--- src/hdl/scru_defs.svh ---
// Purpose: Constants for the sensor command and response unit
// Assumes: 8-bit command, response and mailbox values
// Notes:   Groups, codes and reset values only; no logic
`ifndef SCRU_DEFS_SVH
`define SCRU_DEFS_SVH

// Command group in bits [7:5]
`define SCRU_GRP_SYSTEM          3'h0
`define SCRU_GRP_PARAM_READ      3'h4
`define SCRU_GRP_PARAM_WRITE     3'h5
`define SCRU_GRP_PARAMETER_BITWISE_AND_CMD       3'h6
`define SCRU_GRP_PARAMETER_BITWISE_OR_CMD        3'h7

// System command codes in bits [4:0]
`define SCRU_CMD_CLEAR_RESPONSE  5'h00
`define SCRU_CMD_SOFT_RESET      5'h01
`define SCRU_CMD_BUS_ADDRESS     5'h02
`define SCRU_CMD_PROX_SINGLE     5'h05
`define SCRU_CMD_AMB_SINGLE      5'h06
`define SCRU_CMD_BOTH_SINGLE     5'h07
`define SCRU_CMD_PROX_HALT       5'h09
`define SCRU_CMD_AMB_HALT        5'h0a
`define SCRU_CMD_BOTH_HALT       5'h0b
`define SCRU_CMD_PROX_LOOP       5'h0d
`define SCRU_CMD_AMB_LOOP        5'h0e
`define SCRU_CMD_BOTH_LOOP       5'h0f

// Response codes
`define SCRU_RSP_INVALID_SETTING 8'h80
`define SCRU_RSP_PROX_ONE_OVF    8'h88
`define SCRU_RSP_PROX_TWO_OVF    8'h89
`define SCRU_RSP_PROX_THREE_OVF  8'h8a
`define SCRU_RSP_VISIBLE_OVF     8'h8c
`define SCRU_RSP_INFRARED_OVF    8'h8d
`define SCRU_RSP_AUX_OVF         8'h8e

// Reset values
`define SCRU_RESET_RESPONSE      8'h00
`define SCRU_RESET_MAILBOX       8'h00
`define SCRU_RESET_PARAM         8'h00
`define SCRU_RESET_BUS_ADDRESS   7'h2a

`endif

--- src/hdl/scru_pkg.sv ---
// Purpose: Types for the sensor command and response unit
// Assumes: Constants live in scru_defs.svh
// Notes:   Packed structs carry grouped signals
package scru_pkg;

   // Command request from the bus front end
   typedef struct packed {
      logic       valid;   // One-cycle write to the command register
      logic [7:0] code;    // Command code
   } scru_cmd_t;

   // Measurement control toward the sequencer
   typedef struct packed {
      logic prox_single;   // One proximity pass pulse
      logic amb_single;    // One ambient pass pulse
      logic prox_loop;     // Autonomous proximity enabled
      logic amb_loop;      // Autonomous ambient enabled
   } scru_meas_t;

   // Overflow pulses from conversion channels
   typedef struct packed {
      logic prox_one;
      logic prox_two;
      logic prox_three;
      logic visible;
      logic infrared;
      logic aux;
   } scru_ovf_t;

   // Execution states
   typedef enum logic [1:0] {
      SCRU_IDLE  = 2'b00,  // Waiting for a command
      SCRU_PREAD = 2'b01,  // Parameter read data pending
      SCRU_PWB   = 2'b10   // Write back parameter result
   } scru_state_t;

endpackage

--- src/hdl/scru_core.sv ---
// Purpose: Command decoder and response reporter of the sensor sequencer
// Assumes: Command, mailbox and overflow inputs come from logic on clk_sys
// Notes:   Response counter wraps; errors hold until cleared
`timescale 1ns/1ps
`default_nettype none
`include "scru_defs.svh"

module scru_core
   import scru_pkg::*;
(
   // Clock and reset
   input  wire logic       clk_sys,
   input  wire logic       reset,
   // Command and mailbox from the bus front end
   input  wire scru_cmd_t  cmd,
   input  wire logic [7:0] write_mailbox,
   // Overflow pulses from conversions
   input  wire scru_ovf_t  ovf,
   // Host-visible results
   output logic [7:0]      response,
   output logic [7:0]      read_mailbox,
   output logic [6:0]      bus_address,
   // Sequencer control
   output scru_meas_t      meas,
   output logic            wake,
   output logic            soft_reset,
   output logic            busy
);

   // Whole module state
   typedef struct packed {
      scru_state_t state;      // Execution state
      logic [1:0]  op;         // Parameter operation group low bits
      logic [4:0]  addr;       // Parameter address
      logic [7:0]  response;   // Response register
      logic [7:0]  rmail;      // Read mailbox
      logic [6:0]  bus_addr;   // Slave address
      scru_meas_t  meas;       // Measurement control
      logic        wake;       // Wake pulse
      logic        soft_reset; // Firmware reset pulse
   } scru_core_st_t;

   scru_core_st_t st;         // Registered state
   scru_core_st_t next_st;    // Next state
   logic [7:0]    ram_rdata;  // Parameter read data
   logic          ram_we;     // Parameter write strobe
   logic [7:0]    ram_wdata;  // Parameter write data
   logic [4:0]    ram_addr;   // Parameter address

   ////////////////////////////////////////////////////////////////////////////
   // Parameter store
   // Read data lag the address by one cycle, so a
   // parameter command spends one cycle waiting for it
   scru_param_ram #(.DEPTH(32), .AW(5)) u_ram (
      .clk_sys (clk_sys),
      .reset   (reset),
      .addr    (ram_addr),
      .wr_en   (ram_we),
      .wr_data (ram_wdata),
      .rd_data (ram_rdata)
   );

   ////////////////////////////////////////////////////////////////////////////
   // Next-state logic
   // Pulses fall back to zero each cycle so they stand
   // for one cycle only; levels keep their value
   always_comb begin
      next_st = st;
      next_st.meas.prox_single = 1'b0;
      next_st.meas.amb_single  = 1'b0;
      next_st.wake       = 1'b0;
      next_st.soft_reset = 1'b0;
      ram_we    = 1'b0;
      ram_wdata = write_mailbox;
      // Address follows the command while idle so the read
      // starts in the cycle the command is taken
      ram_addr  = (st.state == SCRU_IDLE) ? cmd.code[4:0] : st.addr;

      unique case (st.state)
         SCRU_IDLE: begin
            // Only command writes wake the sequencer
            if (cmd.valid) begin
               next_st.wake = 1'b1;
               if (cmd.code[7]) begin
                  // Parameter commands read first
                  next_st.addr  = cmd.code[4:0];
                  next_st.op    = cmd.code[6:5];
                  next_st.state = SCRU_PREAD;
               end else if (cmd.code[6:5] != 2'h0) begin
                  // Groups 001-011 are reserved
                  next_st.response = `SCRU_RSP_INVALID_SETTING;
               end else begin
                  unique case (cmd.code[4:0])
                     `SCRU_CMD_CLEAR_RESPONSE: begin
                        next_st.response = `SCRU_RESET_RESPONSE;
                     end
                     `SCRU_CMD_SOFT_RESET: begin
                        // Sequencer restarts; response not counted
                        next_st.soft_reset = 1'b1;
                        next_st.meas.prox_loop = 1'b0;
                        next_st.meas.amb_loop  = 1'b0;
                     end
                     `SCRU_CMD_BUS_ADDRESS: begin
                        // New address from the mailbox, never an error
                        next_st.bus_addr = write_mailbox[6:0];
                     end
                     `SCRU_CMD_PROX_SINGLE, `SCRU_CMD_AMB_SINGLE,
                     `SCRU_CMD_BOTH_SINGLE: begin
                        next_st.meas.prox_single = cmd.code[0];
                        next_st.meas.amb_single  = cmd.code[1];
                     end
                     `SCRU_CMD_PROX_HALT, `SCRU_CMD_AMB_HALT,
                     `SCRU_CMD_BOTH_HALT: begin
                        if (cmd.code[0]) next_st.meas.prox_loop = 1'b0;
                        if (cmd.code[1]) next_st.meas.amb_loop  = 1'b0;
                     end
                     `SCRU_CMD_PROX_LOOP, `SCRU_CMD_AMB_LOOP,
                     `SCRU_CMD_BOTH_LOOP: begin
                        if (cmd.code[0]) next_st.meas.prox_loop = 1'b1;
                        if (cmd.code[1]) next_st.meas.amb_loop  = 1'b1;
                     end
                     default: begin
                        // Reserved system codes
                        next_st.response = `SCRU_RSP_INVALID_SETTING;
                     end
                  endcase
                  // Measurement codes bump the counter unless an error holds
                  if (cmd.code[4:0] != `SCRU_CMD_CLEAR_RESPONSE &&
                      cmd.code[4:0] != `SCRU_CMD_SOFT_RESET &&
                      cmd.code[4:0] != `SCRU_CMD_BUS_ADDRESS &&
                      cmd.code[4:0] != 5'h03 && cmd.code[4:0] != 5'h04 &&
                      cmd.code[4:0] != 5'h08 && cmd.code[4:0] != 5'h0c &&
                      !cmd.code[4] && !st.response[7]) begin
                     next_st.response = {4'h0, st.response[3:0] + 4'h1};
                  end
               end
            end
         end
         SCRU_PREAD: begin
            // Read data now valid in ram_rdata next cycle
            next_st.state = SCRU_PWB;
         end
         SCRU_PWB: begin
            // Combine and write back
            unique case (st.op)
               2'h0: ram_wdata = ram_rdata;
               2'h1: ram_wdata = write_mailbox;
               2'h2: ram_wdata = ram_rdata & write_mailbox;
               2'h3: ram_wdata = ram_rdata | write_mailbox;
            endcase
            ram_we = (st.op != 2'h0);
            next_st.rmail = ram_wdata;
            if (!st.response[7]) begin
               next_st.response = {4'h0, st.response[3:0] + 4'h1};
            end
            next_st.state = SCRU_IDLE;
         end
         default: next_st.state = SCRU_IDLE;
      endcase

      // Overflow codes overwrite and hold; lowest channel wins
      // Written last so an overflow beats a command result
      if (ovf.aux)        next_st.response = `SCRU_RSP_AUX_OVF;
      if (ovf.infrared)   next_st.response = `SCRU_RSP_INFRARED_OVF;
      if (ovf.visible)    next_st.response = `SCRU_RSP_VISIBLE_OVF;
      if (ovf.prox_three) next_st.response = `SCRU_RSP_PROX_THREE_OVF;
      if (ovf.prox_two)   next_st.response = `SCRU_RSP_PROX_TWO_OVF;
      if (ovf.prox_one)   next_st.response = `SCRU_RSP_PROX_ONE_OVF;
      // Errors hold through other commands
      if (st.response[7] && next_st.response == {4'h0, next_st.response[3:0]} &&
          !(st.state == SCRU_IDLE && cmd.valid && cmd.code == 8'h00)) begin
         next_st.response = st.response;
      end
   end

   ////////////////////////////////////////////////////////////////////////////
   // State register
   // Synchronous reset puts every field to its reset value
   always_ff @(posedge clk_sys) begin
      if (reset) begin
         st.state      <= SCRU_IDLE;
         st.op         <= 2'h0;
         st.addr       <= 5'h00;
         st.response   <= `SCRU_RESET_RESPONSE;
         st.rmail      <= `SCRU_RESET_MAILBOX;
         st.bus_addr   <= `SCRU_RESET_BUS_ADDRESS;
         st.meas       <= '0;
         st.wake       <= 1'b0;
         st.soft_reset <= 1'b0;
      end else begin
         st <= next_st;
      end
   end

   ////////////////////////////////////////////////////////////////////////////
   // Outputs
   assign response     = st.response;
   assign read_mailbox = st.rmail;
   assign bus_address  = st.bus_addr;
   assign meas         = st.meas;
   assign wake         = st.wake;
   assign soft_reset   = st.soft_reset;
   // Busy comes straight from the state so a command in
   // the same cycle is refused without a register delay
   assign busy         = (st.state != SCRU_IDLE);

endmodule
`default_nettype wire

--- src/hdl/scru_param_ram.sv ---
// Purpose: Parameter store of 32 bytes with registered read data
// Assumes: One write or one read per cycle
// Notes:   Read data appear one cycle after the address
`timescale 1ns/1ps
`default_nettype none
`include "scru_defs.svh"

module scru_param_ram #(
   parameter int DEPTH = 32,
   parameter int AW    = 5
) (
   // Clock and reset
   input  wire logic          clk_sys,
   input  wire logic          reset,
   // Access
   input  wire logic [AW-1:0] addr,
   input  wire logic          wr_en,
   input  wire logic [7:0]    wr_data,
   output logic      [7:0]    rd_data
);

   logic [7:0] mem [DEPTH];   // Parameter bytes

   ////////////////////////////////////////////////////////////////////////////
   // Write port and registered read, cleared on reset
   always_ff @(posedge clk_sys) begin
      if (reset) begin
         for (int i = 0; i < DEPTH; i++) begin
            mem[i] <= `SCRU_RESET_PARAM;
         end
         rd_data <= `SCRU_RESET_PARAM;
      end else begin
         if (wr_en) begin
            mem[addr] <= wr_data;
         end
         rd_data <= mem[addr];
      end
   end

endmodule
`default_nettype wire

--- config.mk ---
export PLATFORM = sky130hd
export DESIGN_NAME = scru_core
export DESIGN_NICKNAME = d
export VERILOG_FILES = /design/src/hdl/scru_pkg.sv /design/src/hdl/scru_core.sv /design/src/hdl/scru_param_ram.sv
export VERILOG_INCLUDE_DIRS = /design/src /design/src/hdl
export SDC_FILE = /design/constraint.sdc
export NUM_CORES = 1
export LEC_CHECK = 0
export ABC_AREA = 1
export BUFFER_PORTS_ARGS = -buffer_cell sky130_fd_sc_hd__buf_4
export CAP_MARGIN = 40
export CORE_ASPECT_RATIO = 1.1
export CORE_MARGIN = 4
export CORE_UTILIZATION = 50
export DETAILED_ROUTE_END_ITERATION = 8
export PLACE_DENSITY = 0.67
export RECOVER_POWER = 25
export SYNTH_ARGS = -nofsm -noshare
export SYNTH_HDL_FRONTEND = slang
export SYNTH_SLANG_ARGS = --single-unit
--- constraint.sdc ---
create_clock -name clk_sys -period 4.2 [get_ports clk_sys]
set_input_delay 0.21 -clock clk_sys [delete_from_list [all_inputs] [get_ports clk_sys]]
set_output_delay 0.21 -clock clk_sys [all_outputs]
set_load 0.01 [all_outputs]
## Word-level counts from Yosys, hierarchy flattened

Memories as Yosys holds them, arrays and structs flattened. A register that Yosys moved wholly into a read port is not among the register bits.
Index checks and enable logic that the tools add are counted.

- Flip-flop bits (word level): 38
- RAM bits: 256
- Output and inout bits: 30
- Memories: 1

Memories:

| memory | depth | width | read ports | clocked after memory_dff | write ports | RTL line | text |
|---|---|---|---|---|---|---|---|
| u_ram.mem | 32 | 8 | 1 | 1 | 32 | scru_param_ram.sv:22 | `logic [7:0] mem [DEPTH];` |

- Add/subtract/negate cells: 1
- Eq/ne operators: 32
- Muxes and demuxes: 36
- Bitwise logic cells: 8
- Reduce and logical (&&, ||, !) cells: 40

Operators with widths:

| kind | number |
|---|---|
| 8-bit 2-to-1 mux | 12 |
| 8-bit case mux with 2 select lines | 2 |
| 8-bit case mux with 4 select lines | 1 |
| 5-bit by 4-bit equality test with 1-bit output, second input constant | 6 |
| 8-bit != test, second input constant | 3 |
| 17-bit 2-to-1 mux | 1 |
| 5-bit by 3-bit equality test with 1-bit output, second input constant | 3 |
| 1-bit 2-to-1 mux | 14 |
| 7-bit AND reduction | 2 |
| 1-bit logical AND | 12 |
| 2-bit != test, second input constant | 6 |
| 11-bit OR reduction | 1 |
| 5-bit 2-to-1 mux | 2 |
| 10-bit by 8-bit != test with 1-bit output, second input constant | 1 |
| 5-bit by 2-bit != test with 1-bit output, second input constant | 2 |
| 5-bit by 4-bit != test with 1-bit output, second input constant | 2 |
| 9-bit 2-to-1 mux | 1 |
| 3-bit OR reduction | 3 |
| 8-bit AND | 1 |
| 8-bit logical NOT | 1 |
| 8-bit OR | 1 |
| 8-bit nonzero test | 1 |
| 8-bit OR reduction | 1 |
| 2-bit equality test, second input constant | 3 |
| 24 further kinds | 35 |

## Depth between registers and ports, before layout

Gate-level depths: netlist (run 1).

- Depth in word-level cells: 25
- Gate-level depth with buffers: 14

## Cells and area by module

A second synthesis (run 1) with hierarchy kept.

- Cell total of the unflattened synthesis: 1665
- Area total of the unflattened synthesis: 14257.4 um^2

Modules (own cells, without submodules):

| module | times used | cells an instance | area each (um^2) | seq. area each (um^2) |
|---|---|---|---|---|
| scru_param_ram | 1 | 1371 | 12162.9 | 7847.5 |
| scru_core | 1 | 294 | 2094.5 | 760.7 |

## Least setup slack after synthesis (run 1)

Ideal clock, no wire load.

- Path kind: register to register
- From: register st[37] in the netlist's numbering
- To: memory u_ram.mem[0][0] (enable)
- Data arrival time: 1799 ps
- Data required time: 3871 ps
- Path slack: 2072 ps
- Stages on the path, launching flop included: 10
- Clock period less this slack: 2128 ps
- Path through: dfxtp_1 > nor2_1 > buf_4 > nand2_1 > o21ai_2 > inv_1 > buf_2 > nor3_4 > nand2_2 > nand2_1

RTL lines:

| element | RTL line | text |
|---|---|---|
| start, declared | scru_core.sv:43 | `scru_core_st_t st;` |
| start signal, assigned | scru_core.sv:191 | `st <= next_st;` |
| end, declared | scru_param_ram.sv:22 |  |

==> results of run 1 <==
-- how the worst max path moves through the flow --
stage	end	startpoint	slack, ps	cells past startpoint
2_1_floorplan	u_ram.mem[0][0]$_SDFFCE_PN0P_	st[37]$_SDFFE_PP0P_	2070	9
3_3_place_gp	u_ram.mem[1][5]$_SDFFCE_PN0P_	st[37]$_SDFFE_PP0P_	1160	7
3_5_place_dp	u_ram.mem[30][6]$_SDFFCE_PN0P_	st[37]$_SDFFE_PP0P_	1120	8
4_1_cts	u_ram.mem[30][5]$_SDFFCE_PN0P_	st[37]$_SDFFE_PP0P_	1100	8
5_1_grt	u_ram.mem[1][5]$_SDFFCE_PN0P_	st[37]$_SDFFE_PP0P_	650	8
6_report	u_ram.mem[13][6]$_SDFFCE_PN0P_	st[37]$_SDFFE_PP0P_	850	9
-- through the flow --
step	util	power (W)	hold slack, ps	worst slack, ps
after CTS	0.569	0.00694	2.63	1100
after floorplan	-	0.00390	373	2070
after global placement	0.522	0.00414	436	1160
after detailed placement	0.527	0.00416	439	1120
after global routing	0.564	0.00715	38.1	649
final	0.564	0.00691	14.9	852
-- per-layer routing --
layer	vias up	share of wire	GRT usage
met5	-	0	0
met4	0	0.039	0.0980
met3	101	0.088	0.0369
met2	553	0.47	0.400
met1	5268	0.40	0.329
li1	5504	-	-
-- synth_stat cells --
| cell type | n |
|---|---|
| buf_1 | 9 |
| inv_1 | 45 |
| nand2_1 | 683 |
| clkinv_1 | 2 |
| a21oi_1 | 38 |
| o21ai_2 | 2 |
| xor2_1 | 1 |
| nand2_2 | 34 |
| buf_2 | 23 |
| buf_4 | 29 |
| dfxtp_1 | 46 |
| o211ai_1 | 6 |
| or2_2 | 1 |
| a21boi_0 | 1 |
| xnor2_1 | 1 |
| nand3_1 | 116 |
| clkbuf_1 | 62 |
| nor3_4 | 4 |
| o21ai_0 | 34 |
| nand4_1 | 1 |
| ha_1 | 1 |
| edfxtp_1 | 256 |
| nor2_1 | 295 |
| nor3_1 | 15 |
-- flip-flops by register name, summed over array words and instances, names as in the netlist --
name,flops
u_ram.mem,256
st,9
read_mailbox,8
response,8
u_ram.rd_data,8
bus_address,7
meas,4
soft_reset,1
wake,1
-- logic make-up after synthesis --
| group | count (synthesis) |
|---|---|
| xor gates and xnor gates | 2 |
| adders and majority gates | 1 |
| DFF | 302 |
| AOI/OAI and AO/OA | 81 |
| buffers and inverters | 170 |
| and+or+nand+nor | 1149 |
-- worst max-delay path: stages, from the launching register on --
cell      delay, ps
dfxtp_1         330
nor2_1          110
clkbuf_1        440
nand2_1         180
o21ai_4         330
inv_2           100
nor3_1          720
buf_8           240
nand2_1         190
nand2_1         360
-- power groups by stage --
stage / sequential, W / combinational [W] / clock (W)
final: 0.00339 / 0.000732 / 0.00279
after global routing: 0.00340 / 0.000805 / 0.00295
after CTS: 0.00339 / 0.000731 / 0.00282
after detailed placement: 0.00345 / 0.000714 / 0
after global placement: 0.00345 / 0.000690 / 0
after floorplan: 0.00343 / 0.000469 / 0
-- cell type report --
cell class | count | area (sq um)
Fill cell | 2601 | 12500
Sequential cell | 302 | 8610
Multi-Input combinational cell | 1233 | 5040
Timing Repair Buffer | 103 | 813
Clock buffer | 31 | 776
Tap cell | 368 | 460
Clock inverter | 26 | 263
Inverter | 47 | 176
-- timing repair --
| item | CTS | global route |
|---|---|---|
| endpoints found under the setup margin | 0 | 0 |
| endpoints found under the hold margin | 19 | 0 |
| hold buffers | 18 | 0 |
==> Flow_metrics.wiki, run 1 <==
{| class="wikitable"
! Metric !! Value
|-
| Status || finished, final reports clean
|-
| Layout net count || approximately 1,700
|-
| Comb power frac || 0.106
|-
| Flop2flop setup slack || roughly 850 ps
|-
| Minimum clock period after layout || between 3000 and 4000 ps
|-
| Post-route cell area || 16,100 sq um
|-
| Core area || 28,600 sq um
|-
| Number of instances resized during post-cts repair || 0
|-
| Post-CTS setup-driven buffer insertion count || 0
|-
| Sequential cell fraction of total power || 0.490
|-
| Die X-Extent || 170 um
|-
| Latest clock arrival within the worst-skew pair || between 500 and 600 ps
|-
| Endpoints failing hold || 0
|-
| Worst path required time || about 4400 ps
|-
| Worst min-delay path class || input pin to flip-flop
|-
| Slew at the pin closest to its max-slew limit || 845 ps
|-
| CTS sink cnt || 302
|-
| Tcrit/Tclk final || 0.797
|-
| Lkg Pwr || 7.14 nW
|-
| Mux contribution to synthesized area || 0
|-
| Number of cells in the finished layout apart from fillers || 2,110
|-
| Simple-Gate Fraction of Synth Area || 0.319
|-
| Critical-path maximum fanout || 26
|-
| Clock tree skew after final layout || between 10 and 15 ps
|-
| Antenna diodes || 0
|-
| Compound-Gate Fraction of Synth Area || 0.0298
|-
| Global-route wire length before repair || 61,100 um
|-
| Total overflow reported by the global router || 0
|-
| Clock tree buffer depth || 3
|-
| Leading cell types by total area after synthesis || edfxtp_1, nand2_1, nor2_1, dfxtp_1, nand3_1
|-
| Total of buffers placed on input and output ports || 54
|-
| Clock transition at the registers of the reported paths || 60 ps
|-
| CTS buffer count || 31
|-
| Syn Std Cell Area || 14,500 sq um
|-
| Hold path endpoint || response[1]$_SDFFE_PP0P_
|-
| Net count after synthesis || roughly 1,700
|-
| Remaining antenna violation count after routing || 0
|-
| # Max-Cap Violations || 0
|-
| Total Negative Setup Slacks || 0 ps
|-
| Residual DRC count || 0
|-
| Top achievable clock speed || 299 MHz
|-
| Main combinational cell family by area after synthesis || simple AND/OR/NAND/NOR gates
|-
| Die Footprint || 31,700 sq um
|-
| Max-Slew Margin vs Limit || 0.432
|-
| Sort of element at the end of the critical path || flip-flop
|-
| Register bit total from synthesis || 302
|-
| Share of synthesized area occupied by flip-flops and latches || 0.595
|-
| Post-Synth Adder-Cell Area || 0.000865
|-
| Global Route Usage Sum || 0.245
|-
| Number of iterations in the first detailed-routing pass || 5
|-
| Top library cells by usage in the layout, fill and taps aside || nand2_1, nor2_1, edfxtp_1
|-
| Initial DRC Count || 993
|-
| Distinct cells, synth || 24
|-
| Synthesized area per cell || 8.48 sq um
|-
| Number of rows created at floorplan || 65
|-
| Worst hold path stage count || 6
|-
| Sum of net half-perimeters after detailed placement || between 20,000 and 25,000 um
|-
| Instance area after placement || between 15,000 and 20,000 sq um
|-
| Depth of the worst register-to-register path || 9
|-
| Area share of the largest cell type after synthesis || 0.532
|-
| Placed cell count || 2,034
|-
| Worst Min Path Start || ovf[2]
|-
| Synthesized instance count || 1,705
|-
| Count of warnings emitted by yosys || 0
|-
| Number of vias per cell after detailed routing || between 5 and 6
|-
| Initial core utilization || 0.505
|-
| Net switching fraction of the power || 0.249
|-
| Number of primary I/O pins || 55
|-
| Worst voltage drop across the vdd grid || 0.255 mV
|-
| H-tree levels || 1
|-
| Library cell occupying the most area in the post-synthesis netlist || edfxtp_1
|-
| Leading cell type in the layout, fill and taps excluded || nand2_1
|-
| Internal Pwr Total || 0.00518 W
|-
| Die Y || ~190 um
|-
| Detail-routed net length per standard cell || 18.5 um
|-
| Cell Pwr Density || 428 nW/um^2
|-
| Net Switching || 0.00172 W
|-
| End of the worst register-to-register path || u_ram.mem[13][6]$_SDFFCE_PN0P_
|-
| Via count of the first global-routing pass || 11,100
|-
| Clock Tree Root || clkbuf_16
|-
| Initial antenna violation count || 0
|-
| Final RePlAce weighted congestion || roughly 0.87
|-
| Layout cells sized above 1 || 0.0798
|-
| XOR/XNOR share of the synthesized area || 0.00121
|-
| RR Startpoint || st[37]$_SDFFE_PP0P_
|-
| Sort of element at the start of the critical path || flip-flop
|-
| Clock tree from TritonCTS || yes
|-
| Total number of vias || 11,400
|-
| Max-slew violation count || 0
|-
| Clock group share of total power || 0.404
|-
| Final wirelength || 39,100 um
|-
| Layout Area Growth over Synthesis || 11.6%
|-
| Unrepaired setup endpoints after global routing || no
|-
| Finish-stage setup viols || 0
|-
| Data arrival at the endpoint of the critical path || 3580 ps
|-
| Largest net degree at the start of global routing || 65
|-
| CP Class || flip-flop to flip-flop
|}
(Power assumes the default switching activity.)
==> inputs of run 2 (changes only) <==
==> constraint.sdc (replaced) <==
create_clock -name clk_sys -period 3.4 [get_ports clk_sys]
set_input_delay 0.17 -clock clk_sys [delete_from_list [all_inputs] [get_ports clk_sys]]
set_output_delay 0.17 -clock clk_sys [all_outputs]
set_load 0.01 [all_outputs]
==> Flow_metrics.wiki, run 2 (synthesized netlist as in run 1, its figures left out) <==
{| class="wikitable"
! Metric !! Value
|-
| Status || finished, final reports clean
|-
| Total overflow reported by the global router || 0 (unchanged)
|-
| Total Negative Setup Slacks || 0 ps (unchanged)
|-
| Critical-path maximum fanout || 19 (-27%)
|-
| Placed cell count || 2,039 (+0.25%)
|-
| Max-Slew Margin vs Limit || 0.200 (-0.232)
|-
| Clock tree buffer depth || 3 (unchanged)
|-
| Clock Tree Root || clkbuf_16
|-
| Flip-flop count of the largest register after layout || 256 (unchanged)
|-
| Global Route Usage Sum || 0.252 (+0.00688)
|-
| Remaining antenna violation count after routing || 0 (unchanged)
|-
| Top library cells by usage in the layout, fill and taps aside || nand2_1, nor2_1, edfxtp_1
|-
| Initial antenna violation count || 0 (unchanged)
|-
| Initial core utilization || 0.505 (unchanged)
|-
| GRT met1 Usage || 0.334 (+0.00494)
|-
| Placement Setup Slack || 391 ps (-725 ps)
|-
| Via count of the first global-routing pass || 11,400 (+2.4%)
|-
| Tcrit/Tclk final || 0.879 (+0.0819)
|-
| Number of cells in the finished layout apart from fillers || 2,118 (+0.38%)
|-
| Die X-Extent || 170 um (unchanged)
|-
| Final RePlAce weighted congestion || 0.879 (+1.2%)
|-
| Clock tree from TritonCTS || yes
|-
| Met3 routing resource usage after global routing || 0.0413 (+0.00445)
|-
| Leading cell type in the layout, fill and taps excluded || nand2_1
|-
| Worst min-delay path class || input pin to flip-flop
|-
| Slew at the pin closest to its max-slew limit || 1200 ps (+355 ps)
|-
| CTS sink cnt || 302 (unchanged)
|-
| Largest register by flop count || u_ram.mem
|-
| Lkg Pwr || 7.16 nW (+0.31%)
|-
| CTS buffer count || 31 (unchanged)
|-
| Data arrival at the endpoint of the critical path || 3220 ps (-360 ps)
|-
| Sort of element at the end of the critical path || flip-flop
|-
| Detail-routed net length per standard cell || 19.1 um (+3.2%)
|-
| Most crowded layer after global routing || met2
|-
| Number of rows created at floorplan || 65 (unchanged)
|-
| Design Power || 0.00850 W (+23%)
|-
| Minimum clock period after layout || 2990 ps (-359 ps)
|-
| Worst voltage drop across the vdd grid || 0.352 mV (+38%)
|-
| Largest net degree at the start of global routing || 69 (+6.2%)
|-
| H-tree levels || 1 (unchanged)
|-
| # Max-Cap Violations || 0 (unchanged)
|-
| Worst path required time || 3630 ps (-800 ps)
|-
| Latest clock arrival within the worst-skew pair || 570 ps (about the same)
|-
| Layout net count || 1,753 (+0.52%)
|-
| Clock transition at the registers of the reported paths || 60 ps (about the same)
|-
| Residual DRC count || 0 (unchanged)
|-
| Final wirelength || 40,500 um (+3.6%)
|-
| Die Footprint || 31,700 sq um (unchanged)
|-
| Global-route wire length before repair || 62,900 um (+2.8%)
|-
| Finish-stage setup viols || 0 (unchanged)
|-
| Antenna diodes || 0 (unchanged)
|-
| Top achievable clock speed || 335 MHz (+12%)
|-
| Total number of vias || 11,600 (+1.4%)
|-
| Die Y || 186 um (unchanged)
|-
| Layout Area Growth over Synthesis || 11.5% (about the same)
|-
| Initial DRC Count || 1,337 (+35%)
|-
| Unrepaired setup endpoints after global routing || no
|-
| Layout cells sized above 1 || 0.0857 (+0.00592)
|-
| Core area || 28,600 sq um (unchanged)
|-
| Max-slew violation count || 0 (unchanged)
|-
| Cell Pwr Density || 527 nW/um^2 (+23%)
|-
| Number of iterations in the first detailed-routing pass || 5 (unchanged)
|-
| Sum of net half-perimeters after detailed placement || 24,900 um (+3.6%)
|-
| Sort of element at the start of the critical path || flip-flop
|-
| Clock tree skew after final layout || 11.3 ps (-0.0511 ps)
|-
| Worst Slack Setup Final || 412 ps (-441 ps)
|-
| Number of primary I/O pins || 55 (unchanged)
|-
| Flop2flop setup slack || 410 ps (-440 ps)
|-
| GRT met2 Usage || 0.411 (+0.0111)
|-
| CP Class || flip-flop to flip-flop
|-
| Registers with the highest flip-flop counts || u_ram.mem: 256 flops, st: 9 flops
|-
| Endpoints failing hold || 0 (unchanged)
|-
| Total of buffers placed on input and output ports || 54 (unchanged)
|-
| Number of vias per cell after detailed routing || 5.47 (+0.98%)
|}
==> run 2: layout make-up <==
| cell class | instances | area, sq um |
|---|---|---|
| multi-input combinational | 1233 | 5090 |
| clock inverter | 14 | 145 |
| timing repair buffer | 112 | 769 |
| inverter | 47 | 176 |
| sequential | 302 | 8610 |
| tap | 368 | 460 |
| fill | 2622 | 12500 |
| clock buffer | 42 | 872 |
==> run 2: what timing repair did <==
item | 4_1_cts | 5_1_grt
hold buffers | 23 | 0
setup buffers | 0 | 0
gates resized for setup | 0 | 0
setup endpoints to repair | 0 | 0
endpoints found under the hold margin | 23 | 0
==> run 2: critical path, cell delays in order (launching register included) <==
cell     delay (ps)
dfxtp_1         330
nor2_1          390
nand2_1         170
o21ai_4         240
inv_2           310
nor3_4          510
buf_4           250
nand2_2         140
nand2_1         300
==> run 2: final timing paths <==
kind / cells past startpoint / end / from
min reg2reg: 2 / meas[0]$_SDFFE_PP0P_ / meas[0]$_SDFFE_PP0P_
max reg2reg: 8 / u_ram.mem[12][4]$_SDFFCE_PN0P_ / st[37]$_SDFFE_PP0P_
max: 8 / u_ram.mem[12][4]$_SDFFCE_PN0P_ / st[37]$_SDFFE_PP0P_
min: 2 / response[0]$_SDFFE_PP0P_ / reset
==> run 2: stage by stage <==
step	instance area, sq um	utilization	hold WS [ps]
floorplan	14500	-	333
global placement	15000	0.525	436
detailed placement	15000	0.525	439
CTS	16300	0.568	10.4
global route	16100	0.563	28.4
finish	16100	0.563	31.7
==> run 2: per-layer routing <==
metal	vias to the layer above	part of all wire
li1	5522	-
met4	0	0.039
met1	5382	0.39
met2	576	0.48
met5	-	0
met3	102	0.093
==> run 2: report_power, final <==
group | switching (W) | total [W] | internal, W | leakage, nW
sequential | 0.0000670 | 0.00420 | 0.00413 | 3.01
clock | 0.00141 | 0.00342 | 0.00201 | 0.512
combinational | 0.000664 | 0.000886 | 0.000222 | 3.63
total | 0.00214 | 0.00850 | 0.00637 | 7.16
